===== config.mk =====
export PLATFORM = sky130hd
export DESIGN_NAME = vqctl_top
export DESIGN_NICKNAME = d
export VERILOG_FILES = /design/src/design/vqctl_top.v /design/src/design/vqctl_sync.v
export VERILOG_INCLUDE_DIRS = /design/src /design/src/design
export SDC_FILE = /design/constraint.sdc
export NUM_CORES = 1
export LEC_CHECK = 0
export BUFFER_PORTS_ARGS = -buffer_cell sky130_fd_sc_hd__buf_2
export CORE_ASPECT_RATIO = 1.25
export CORE_MARGIN = 2
export CORE_UTILIZATION = 61
export CTS_CLUSTER_DIAMETER = 40
export DETAILED_ROUTE_END_ITERATION = 10
export PLACE_DENSITY = 0.81
export SLEW_MARGIN = 20
export SYNTH_ARGS = -nofsm -noshare
export SYNTH_HDL_FRONTEND = slang
export SYNTH_SLANG_ARGS = --single-unit

===== constraint.sdc =====
create_clock -name mclk -period 7.89 [get_ports mclk]
set_input_delay 1.578 -clock mclk [delete_from_list [all_inputs] [get_ports mclk]]
set_output_delay 1.578 -clock mclk [all_outputs]
set_load 0.005 [all_outputs]

===== src/design/vqctl_consts.vh =====
// Constants for the video equalizer control pin logic
`ifndef VQCTL_CONSTS_VH
`define VQCTL_CONSTS_VH

// Clock rate in MHz (50 MHz, 20 ns period)
`define VQ_CLK_MHZ          50
// Least time the equalizer must report settled before lock, in microseconds
`define VQ_SETTLE_TIME_US   20
// Longest override pulse that counts as a reacquire toggle, in microseconds
`define VQ_PULSE_MAX_US     1000
// Synchroniser depth for pin inputs
`define VQ_SYNC_STAGES      2

// Positions of the inputs inside the synchronised vector
`define VQ_SB_COLOR         0
`define VQ_SB_INVERT        1
`define VQ_SB_FREEZE        2
`define VQ_SB_BYPASS        3
`define VQ_SB_SERSEL        4
`define VQ_SB_BURST         5
`define VQ_SB_POLDET        6
`define VQ_SB_SIGPRES       7
`define VQ_SB_SETTLED       8
`define VQ_SB_WIDTH         9

// Equalizer state codes
`define VQ_ST_IDLE          2'h0
`define VQ_ST_ACQ           2'h1
`define VQ_ST_SETTLE        2'h2
`define VQ_ST_LOCK          2'h3

// Reset values of the indicator pins
`define VQ_RST_COLOR        1'h0
`define VQ_RST_INVERT       1'h0
`define VQ_RST_LOCKED       1'h0

`endif


===== src/design/vqctl_top.v =====
// Control and status pin logic around an adaptive video cable equalizer
`timescale 1ns/1ps
`include "vqctl_consts.vh"

// Notes on behaviour
// - Color pin: low monochrome, high color
// - Undriven color pin reports detected colorburst
// - Driven color pin forces equalizer color mode
// - Indicator pins default to outputs when undriven
// - Polarity pin: low nominal, high inverted
// - Undriven polarity pin reports detected polarity
// - Driven polarity pin sets video inversion
// - Stand-alone polarity pin pulse restarts acquisition
// - Lock low until equalized and settled
// - Freeze low updates, high holds equalizer
// - Bypass input low equalizes, high disables
module vqctl_top #(
  parameter PULSE_MAX_CYC = `VQ_PULSE_MAX_US * `VQ_CLK_MHZ,
  parameter SETTLE_CYC    = `VQ_SETTLE_TIME_US * `VQ_CLK_MHZ,
  parameter CW            = 17
) (
  input  wire          mclk,
  input  wire          arst_n,
  // Color indicator/override pin
  input  wire          color_in,
  output reg           color_out_q,
  output reg           color_oe_q,
  // Polarity indicator/override pin
  input  wire          invert_in,
  output reg           invert_out_q,
  output reg           invert_oe_q,
  // Lock indicator and freeze input
  output reg           locked_q,
  input  wire          freeze_in,
  // Equalizer bypass control pin
  input  wire          equalizer_bypass_ctl,
  // Serial interface enable; low means stand-alone operation
  input  wire          serial_select,
  // Status from the analog equalizer
  input  wire          burst_det,
  input  wire          pol_det,
  input  wire          sig_present,
  input  wire          eq_settled,
  // Controls to the analog equalizer
  output reg           eq_update_en_q,
  output reg           eq_restart_q,
  output reg           eq_bypass_q,
  output reg           color_mode_q,
  output reg           video_invert_q,
  // Override status
  output reg           color_ovr_q,
  output reg           invert_ovr_q
);

  // Saturating increment used by both counters
  function [CW-1:0] vq_inc;
    input [CW-1:0] v;
    begin
      if (&v) begin
        vq_inc = v;
      end else begin
        vq_inc = v + {{(CW-1){1'b0}}, 1'b1};
      end
    end
  endfunction

  // Synchronised pin and analog status inputs
  wire [`VQ_SB_WIDTH-1:0] raw_in;
  wire [`VQ_SB_WIDTH-1:0] syn;

  assign raw_in = {eq_settled, sig_present, pol_det, burst_det, serial_select,
                   equalizer_bypass_ctl, freeze_in, invert_in, color_in};

  vqctl_sync #(
    .W (`VQ_SB_WIDTH)
  ) u_sync (
    .mclk   (mclk),
    .arst_n (arst_n),
    .d      (raw_in),
    .q      (syn)
  );

  // Named views of the synchronised vector
  wire color_s   = syn[`VQ_SB_COLOR];
  wire invert_s  = syn[`VQ_SB_INVERT];
  wire freeze_s  = syn[`VQ_SB_FREEZE];
  wire bypass_s  = syn[`VQ_SB_BYPASS];
  wire sersel_s  = syn[`VQ_SB_SERSEL];
  wire burst_s   = syn[`VQ_SB_BURST];
  wire poldet_s  = syn[`VQ_SB_POLDET];
  wire sigpres_s = syn[`VQ_SB_SIGPRES];
  wire settled_s = syn[`VQ_SB_SETTLED];

  // Delay lines of our own drive, aligned with the synchroniser latency
  reg  [1:0]    color_drv_q;           // Color drive history
  reg  [1:0]    invert_drv_q;          // Polarity drive history
  // Override pulse width counter on the polarity pin
  reg  [CW-1:0] pulse_cnt_q;
  reg  [CW-1:0] pulse_cnt_d;
  // Equalizer state and settle counter
  reg  [1:0]    state_q;
  reg  [1:0]    state_d;
  reg  [CW-1:0] settle_cnt_q;
  reg  [CW-1:0] settle_cnt_d;
  reg           restart_d;             // One-cycle restart request

  // Pin differs from what we drive, so another party overrides it
  wire color_mis  = (color_s  != color_drv_q[1]);
  wire invert_mis = (invert_s != invert_drv_q[1]);

  // Pulse on polarity pin ended: mismatch gone after a short excursion
  wire pulse_end  = invert_ovr_q & ~invert_mis;
  wire pulse_ok   = (pulse_cnt_q <= PULSE_MAX_CYC[CW-1:0]);

  wire reacq      = pulse_end & pulse_ok & ~sersel_s;

  // Drive the indicator pins from detection
  always @(posedge mclk or negedge arst_n) begin
    if (!arst_n) begin
      color_out_q  <= `VQ_RST_COLOR;
      invert_out_q <= `VQ_RST_INVERT;
      color_oe_q   <= 1'b0;
      invert_oe_q  <= 1'b0;
      color_drv_q  <= 2'h0;
      invert_drv_q <= 2'h0;
    end else begin
      color_oe_q   <= 1'b1;
      invert_oe_q  <= 1'b1;
      color_out_q  <= burst_s;
      // report detected polarity, high means inverted
      invert_out_q <= poldet_s;
      // Track our drive through the pin round trip
      color_drv_q  <= {color_drv_q[0], color_out_q};
      invert_drv_q <= {invert_drv_q[0], invert_out_q};
    end
  end

  // Override detection and pulse measurement
  always @(posedge mclk or negedge arst_n) begin
    if (!arst_n) begin
      color_ovr_q  <= 1'b0;
      invert_ovr_q <= 1'b0;
      pulse_cnt_q  <= {CW{1'b0}};
    end else begin
      color_ovr_q  <= color_mis;
      invert_ovr_q <= invert_mis;
      pulse_cnt_q  <= pulse_cnt_d;
    end
  end

  // Pulse width counts while the pin is overridden
  always @* begin
    if (invert_mis) begin
      pulse_cnt_d = vq_inc(pulse_cnt_q);
    end else begin
      pulse_cnt_d = {CW{1'b0}};
    end
  end

  // Resolved pin levels set the signal chain mode
  always @(posedge mclk or negedge arst_n) begin
    if (!arst_n) begin
      color_mode_q   <= 1'b0;
      video_invert_q <= 1'b0;
      eq_bypass_q    <= 1'b0;
    end else begin
      color_mode_q   <= color_s;
      video_invert_q <= invert_s;
      eq_bypass_q    <= bypass_s;
    end
  end

  // Next state of the equalizer sequence
  always @* begin
    state_d      = state_q;
    settle_cnt_d = settle_cnt_q;
    restart_d    = 1'b0;
    if (bypass_s) begin
      // Bypass parks the equalizer and drops lock
      state_d      = `VQ_ST_IDLE;
      settle_cnt_d = {CW{1'b0}};
    end else if (reacq) begin
      // Reacquire wins over freeze so a locked board can recover
      state_d      = `VQ_ST_ACQ;
      settle_cnt_d = {CW{1'b0}};
      restart_d    = 1'b1;
    end else if (freeze_s) begin
      state_d      = state_q;
      settle_cnt_d = settle_cnt_q;
    end else begin
      case (state_q)
        `VQ_ST_IDLE: begin
          // Wait for a signal, then start adapting
          if (sigpres_s) begin
            state_d   = `VQ_ST_ACQ;
            restart_d = 1'b1;
          end
        end
        `VQ_ST_ACQ: begin
          // Adapt until the analog loop reports settled
          settle_cnt_d = {CW{1'b0}};
          if (!sigpres_s) begin
            state_d = `VQ_ST_IDLE;
          end else if (settled_s) begin
            state_d = `VQ_ST_SETTLE;
          end
        end
        `VQ_ST_SETTLE: begin
          if (!sigpres_s) begin
            state_d      = `VQ_ST_IDLE;
            settle_cnt_d = {CW{1'b0}};
          end else if (!settled_s) begin
            state_d      = `VQ_ST_ACQ;
            settle_cnt_d = {CW{1'b0}};
          end else if (settle_cnt_q >= SETTLE_CYC[CW-1:0] - {{(CW-1){1'b0}}, 1'b1}) begin
            state_d      = `VQ_ST_LOCK;
          end else begin
            settle_cnt_d = vq_inc(settle_cnt_q);
          end
        end
        `VQ_ST_LOCK: begin
          if (!sigpres_s) begin
            state_d = `VQ_ST_IDLE;
          end else if (!settled_s) begin
            state_d = `VQ_ST_ACQ;
          end
        end
        default: begin
          state_d = `VQ_ST_IDLE;
        end
      endcase
    end
  end

  // Equalizer state registers and outputs
  always @(posedge mclk or negedge arst_n) begin
    if (!arst_n) begin
      state_q        <= `VQ_ST_IDLE;
      settle_cnt_q   <= {CW{1'b0}};
      locked_q       <= `VQ_RST_LOCKED;
      eq_update_en_q <= 1'b0;
      eq_restart_q   <= 1'b0;
    end else begin
      state_q        <= state_d;
      settle_cnt_q   <= settle_cnt_d;
      locked_q       <= (state_d == `VQ_ST_LOCK);
      eq_update_en_q <= (state_d != `VQ_ST_IDLE) & ~freeze_s & ~bypass_s;
      eq_restart_q   <= restart_d;
    end
  end

endmodule


===== src/design/vqctl_sync.v =====
// Two flip-flop synchroniser for a vector of asynchronous inputs
`timescale 1ns/1ps
module vqctl_sync #(
  parameter W = 1
) (
  input  wire         mclk,
  input  wire         arst_n,
  input  wire [W-1:0] d,
  output reg  [W-1:0] q
);

  // First stage, read only by the second stage
  reg [W-1:0] meta_q;

  // Two stages on the system clock
  always @(posedge mclk or negedge arst_n) begin
    if (!arst_n) begin
      meta_q <= {W{1'b0}};
      q      <= {W{1'b0}};
    end else begin
      meta_q <= d;
      q      <= meta_q;
    end
  end

endmodule


==> summary by stage <==
Floorplan
The floorplan die area is 5400 um^2. The floorplan step set the die height to 81.7 um. In this run the count of I/O pins placed on the die edge is 23. The initial utilization of the core area, before any placement, comes to 0.627. The die is 66.2 um wide. The floorplan row count is 28. The core region is 4690 um^2.

Final layout
In the final layout, the share of cells above drive strength 1 is 0.165. The area added between synthesis and finish is 13.0%. The net count of the finished layout is 308. The commonest non-fill, non-tap cell in the layout is sky130_fd_sc_hd__dfrtp_1. Fill cells in the final layout number 335. The repair_antennas step left the layout with diodes totalling 0. The library cells used most frequently in the layout, excluding fill and tap cells, are sky130_fd_sc_hd__dfrtp_1, sky130_fd_sc_hd__nor2_1, sky130_fd_sc_hd__buf_2.

Power and ir drop
The sequential share of power is 0.514. Of the total power, the share spent switching nets is 0.232. The largest vdd supply drop is 174 uV. The internal portion of the total power is 559 uW.

The share of total power dissipated in the clock network is 0.432. For this design the ratio of total power to cell area is 219 nW/um^2. The standby leakage power is 1.49 nW.

The share of total power dissipated in combinational logic is 0.054. The analysis attributes to net switching a power of 169 uW.

Yosys
Synthesis produced a netlist whose cell count is 265. The share of synthesized cell area in full adder, half adder and majority cells is 0.0212. The mux contribution to synthesized area is 0.00680.

The most instantiated flip-flop cell in the synthesis netlist is sky130_fd_sc_hd__dfrtp_1. Dividing the synthesized area by the synthesized cell count gives 11.1 um^2. The combinational family with the most area after synthesis is simple AND/OR/NAND/NOR gates. Of the total synthesized cell area, the portion taken by XOR and XNOR cells is 0.0476. The synthesized area is 2950 um^2. The fraction of synthesis flops using an asynchronous set or reset pin is 1.00. The register bit total from synthesis is 69. The number of warnings printed during yosys synthesis is 0. When the netlist entered floorplanning its net count stood at 281. Of the total synthesized cell area, the portion taken by AND, OR, NAND and NOR gates is 0.199. The number of enable-type register cells in the synthesized netlist is 0. The synthesized-area fraction occupied by ao, oa, aoi and oai cells is 0.110. Counting distinct cell types in the post-synthesis netlist gives 47.

The fraction of the yosys area taken by sequential cells is 0.586.

Timing
The final sum of negative setup slack is 0 ps. The minimum clock period is 2880 ps. The relative slew slack is 0.438. The number of setup violations in the final report is 0.

The maximum clock skew at final layout is 11.3 ps. The max-slew violation count came to 0. Setup repair after global routing left no endpoint under its margin.

Of the available clock period, the critical path in the final layout requires 0.366. Static timing analysis puts the maximum clock frequency at 347 MHz. The number of endpoints with negative hold slack in the final report is 0. The worst-case setup margin in the final layout is 5010 ps. For the pin with the worst max-slew slack, the measured transition is 843 ps.

Route
For this run, the detailed router's first-pass iteration total came to 4. The routed via count divided by cell count is 5.83. The residual antenna-violating net count after detailed routing is 0. The routed design has 5290 um of wire.

The first routing iteration left 166 violations. In the final routed layout, each cell accounts on average for 14.8 um. The total via count after detailed routing is 2083. For this run, design rule violations remaining after detail routing come to 0.

Status
The flow ran to the end, and the final reports show no timing, DRC or antenna violations.

Worst setup path
The critical path is of the register to register type. The largest fanout on the critical path is 6. The worst register-to-register path has a setup slack of 5010 ps. The arrival time reported for the critical path endpoint is 3140 ps. Counting cells, the worst reg-to-reg path comes to 10.

At the worst endpoint, the required time is 8150 ps. The kind of launch point of the worst setup path is a register. The endpoint of the worst register-to-register path is settle_cnt_q[7]$_DFFE_PN0P_.

The kind of end point of the critical path is a register. The startpoint identified for the worst register-to-register timing path is settle_cnt_q[6]$_DFFE_PN0P_.

Hold path
The path with the worst hold slack has its endpoint at u_sync.q[5]$_DFF_PN0_. The worst hold path depth is 0. In this run the worst hold path is classified as register to register. The hold path startpoint is u_sync.meta_q[5]$_DFF_PN0_.

Clock tree
The number of hold buffers added after CTS is 0. The clock transition at the registers of the reported paths is 70 ps. The cell sitting at the root of the clock tree is a sky130_fd_sc_hd__clkbuf_8.

CTS saw 69 sinks. CTS built an H-tree with a depth of 3. Buffers inserted during clock tree synthesis total 9.

In this run the deepest clock path goes through 2 buffers. The clock latency of the later-clocked register in the worst-skew pair is 350 ps. In this run, post-CTS repair resized a total of 0 instances. The clock tree from TritonCTS is built. Post-CTS timing repair inserted 0 buffers for setup.

Placed design
The number of I/O port buffers is 22. The congestion estimate from routability-driven global placement came to 0.891. Once detailed placement completed, the half-perimeter wirelength came to 3600 um. OpenSTA, run right after detailed placement, puts the worst setup slack at 5020 ps.

Global routing
The number of antenna violations at the first check in global routing came to 0. The number of global-route vias before repair was 1983. Entering global routing, the biggest net connects 70 pins.

The first global-routing pass estimated 8710 um of wire. Across every metal layer, demand over resource in global routing totals 0.223. After global routing the overflow that remains totals 0.

Flow run
Across the run, the number of max-cap violations was 0.
[power by group through the flow]
| stage | Clock (mW) | Sequential, mW | Combinational [mW] |
|---|---|---|---|
| after floorplan | 0 | 0.379 | 0.0214 |
| after global placement | 0 | 0.381 | 0.0383 |
| after detailed placement | 0 | 0.382 | 0.0399 |
| after CTS | 0.324 | 0.375 | 0.0401 |
| after global routing | 0.338 | 0.376 | 0.0449 |
| final | 0.315 | 0.375 | 0.0392 |
[kinds of logic after synthesis]
| kind of cell | after synthesis |
|---|---|
| simple gates | 108 |
| flops | 69 |
| compound gates | 46 |
| buf+inv | 18 |
| xor+xnor | 16 |
| fa+ha+maj | 5 |
| mux | 2 |
| other cells | 1 |
[worst max path at each step]
stage                                            from                          end  cells after the start
after floorplan           settle_cnt_q[6]$_DFFE_PN0P_  settle_cnt_q[7]$_DFFE_PN0P_                     10
final                     settle_cnt_q[6]$_DFFE_PN0P_  settle_cnt_q[7]$_DFFE_PN0P_                     10
after CTS                 settle_cnt_q[6]$_DFFE_PN0P_  settle_cnt_q[7]$_DFFE_PN0P_                     10
after detailed placement  settle_cnt_q[6]$_DFFE_PN0P_  settle_cnt_q[7]$_DFFE_PN0P_                     10
after global routing      settle_cnt_q[6]$_DFFE_PN0P_  settle_cnt_q[7]$_DFFE_PN0P_                     10
after global placement    settle_cnt_q[6]$_DFFE_PN0P_  settle_cnt_q[7]$_DFFE_PN0P_                     10
[through the flow]
stage	power, mW	std cells	hold WS, ps	area, um^2	utilization
after floorplan	0.401	265	331	2950	-
after global placement	0.419	341	332	3100	0.661
after detailed placement	0.421	341	335	3100	0.661
after CTS	0.738	357	349	3320	0.708
after global routing	0.759	357	360	3330	0.709
final	0.729	357	345	3330	0.709
[cell type report]
class / count / area, um^2 / area share
flip-flops and latches: 69 / 1730 / 0.519
multi-input cells: 178 / 1140 / 0.343
repair buffers: 24 / 125 / 0.0376
clock buffers: 9 / 124 / 0.0372
clock inverters: 7 / 96.3 / 0.0290
well taps: 60 / 75.1 / 0.0226
inverters: 10 / 37.5 / 0.0113
[sequential cells by signal (all words and copies together) (netlist names)]
name	flops
eq_update_en_q	1
locked_q	1
pulse_cnt_q	17
video_invert_q	1
invert_out_q	1
invert_drv_q	2
u_sync.meta_q	9
color_drv_q	2
eq_restart_q	1
eq_bypass_q	1
color_mode_q	1
invert_ovr_q	1
color_ovr_q	1
color_out_q	1
state_q	2
invert_oe_q	1
settle_cnt_q	17
u_sync.q	9
[worst max-delay path: stages, from the launching register on]
cell and delay, ps:
sky130_fd_sc_hd__dfrtp_1 420, sky130_fd_sc_hd__and3_1 270, sky130_fd_sc_hd__and4_1 250, sky130_fd_sc_hd__and3_1 210
sky130_fd_sc_hd__and4_1 200, sky130_fd_sc_hd__ha_1 190, sky130_fd_sc_hd__nor4_2 220, sky130_fd_sc_hd__and2_2 270
sky130_fd_sc_hd__nand2_4 70, sky130_fd_sc_hd__or4_1 530, sky130_fd_sc_hd__a31oi_1 180
[metal layers]
layer,wire [um],vias to the layer above,GRT usage
met1,2230,1022,0.253
met4,120,0,0.0959
met5,0,-,0
li1,-,996,-
met3,258,13,0.0822
met2,2670,52,0.378
[cells in the mapped netlist, types with 2 or more instances]
master / count / share of area
sky130_fd_sc_hd__mux2i_1: 2 / 0.0068
sky130_fd_sc_hd__and2_1: 4 / 0.0085
sky130_fd_sc_hd__a211oi_1: 4 / 0.010
sky130_fd_sc_hd__and3_1: 3 / 0.0064
sky130_fd_sc_hd__dfrtp_1: 69 / 0.59
sky130_fd_sc_hd__xnor2_1: 3 / 0.0089
sky130_fd_sc_hd__or3_1: 3 / 0.0064
sky130_fd_sc_hd__xor2_1: 13 / 0.039
sky130_fd_sc_hd__nand3_1: 11 / 0.019
sky130_fd_sc_hd__nor4_2: 2 / 0.0085
sky130_fd_sc_hd__nand3b_1: 2 / 0.0051
sky130_fd_sc_hd__nand4b_1: 3 / 0.0089
sky130_fd_sc_hd__nor4b_1: 2 / 0.0059
sky130_fd_sc_hd__clkbuf_1: 5 / 0.0064
sky130_fd_sc_hd__inv_1: 10 / 0.013
sky130_fd_sc_hd__nand4_1: 8 / 0.017
sky130_fd_sc_hd__nor3_1: 3 / 0.0051
sky130_fd_sc_hd__o211ai_1: 4 / 0.010
sky130_fd_sc_hd__nor2_1: 31 / 0.040
sky130_fd_sc_hd__a211o_1: 2 / 0.0059
sky130_fd_sc_hd__nor4_1: 4 / 0.0085
sky130_fd_sc_hd__a21oi_1: 17 / 0.029
sky130_fd_sc_hd__a31oi_1: 7 / 0.015
sky130_fd_sc_hd__nor2b_1: 4 / 0.0085
sky130_fd_sc_hd__and4_1: 3 / 0.0089
sky130_fd_sc_hd__nand2_1: 18 / 0.023
sky130_fd_sc_hd__ha_1: 5 / 0.021
sky130_fd_sc_hd__o21ai_0: 4 / 0.0068
(Power assumes the default switching activity.)
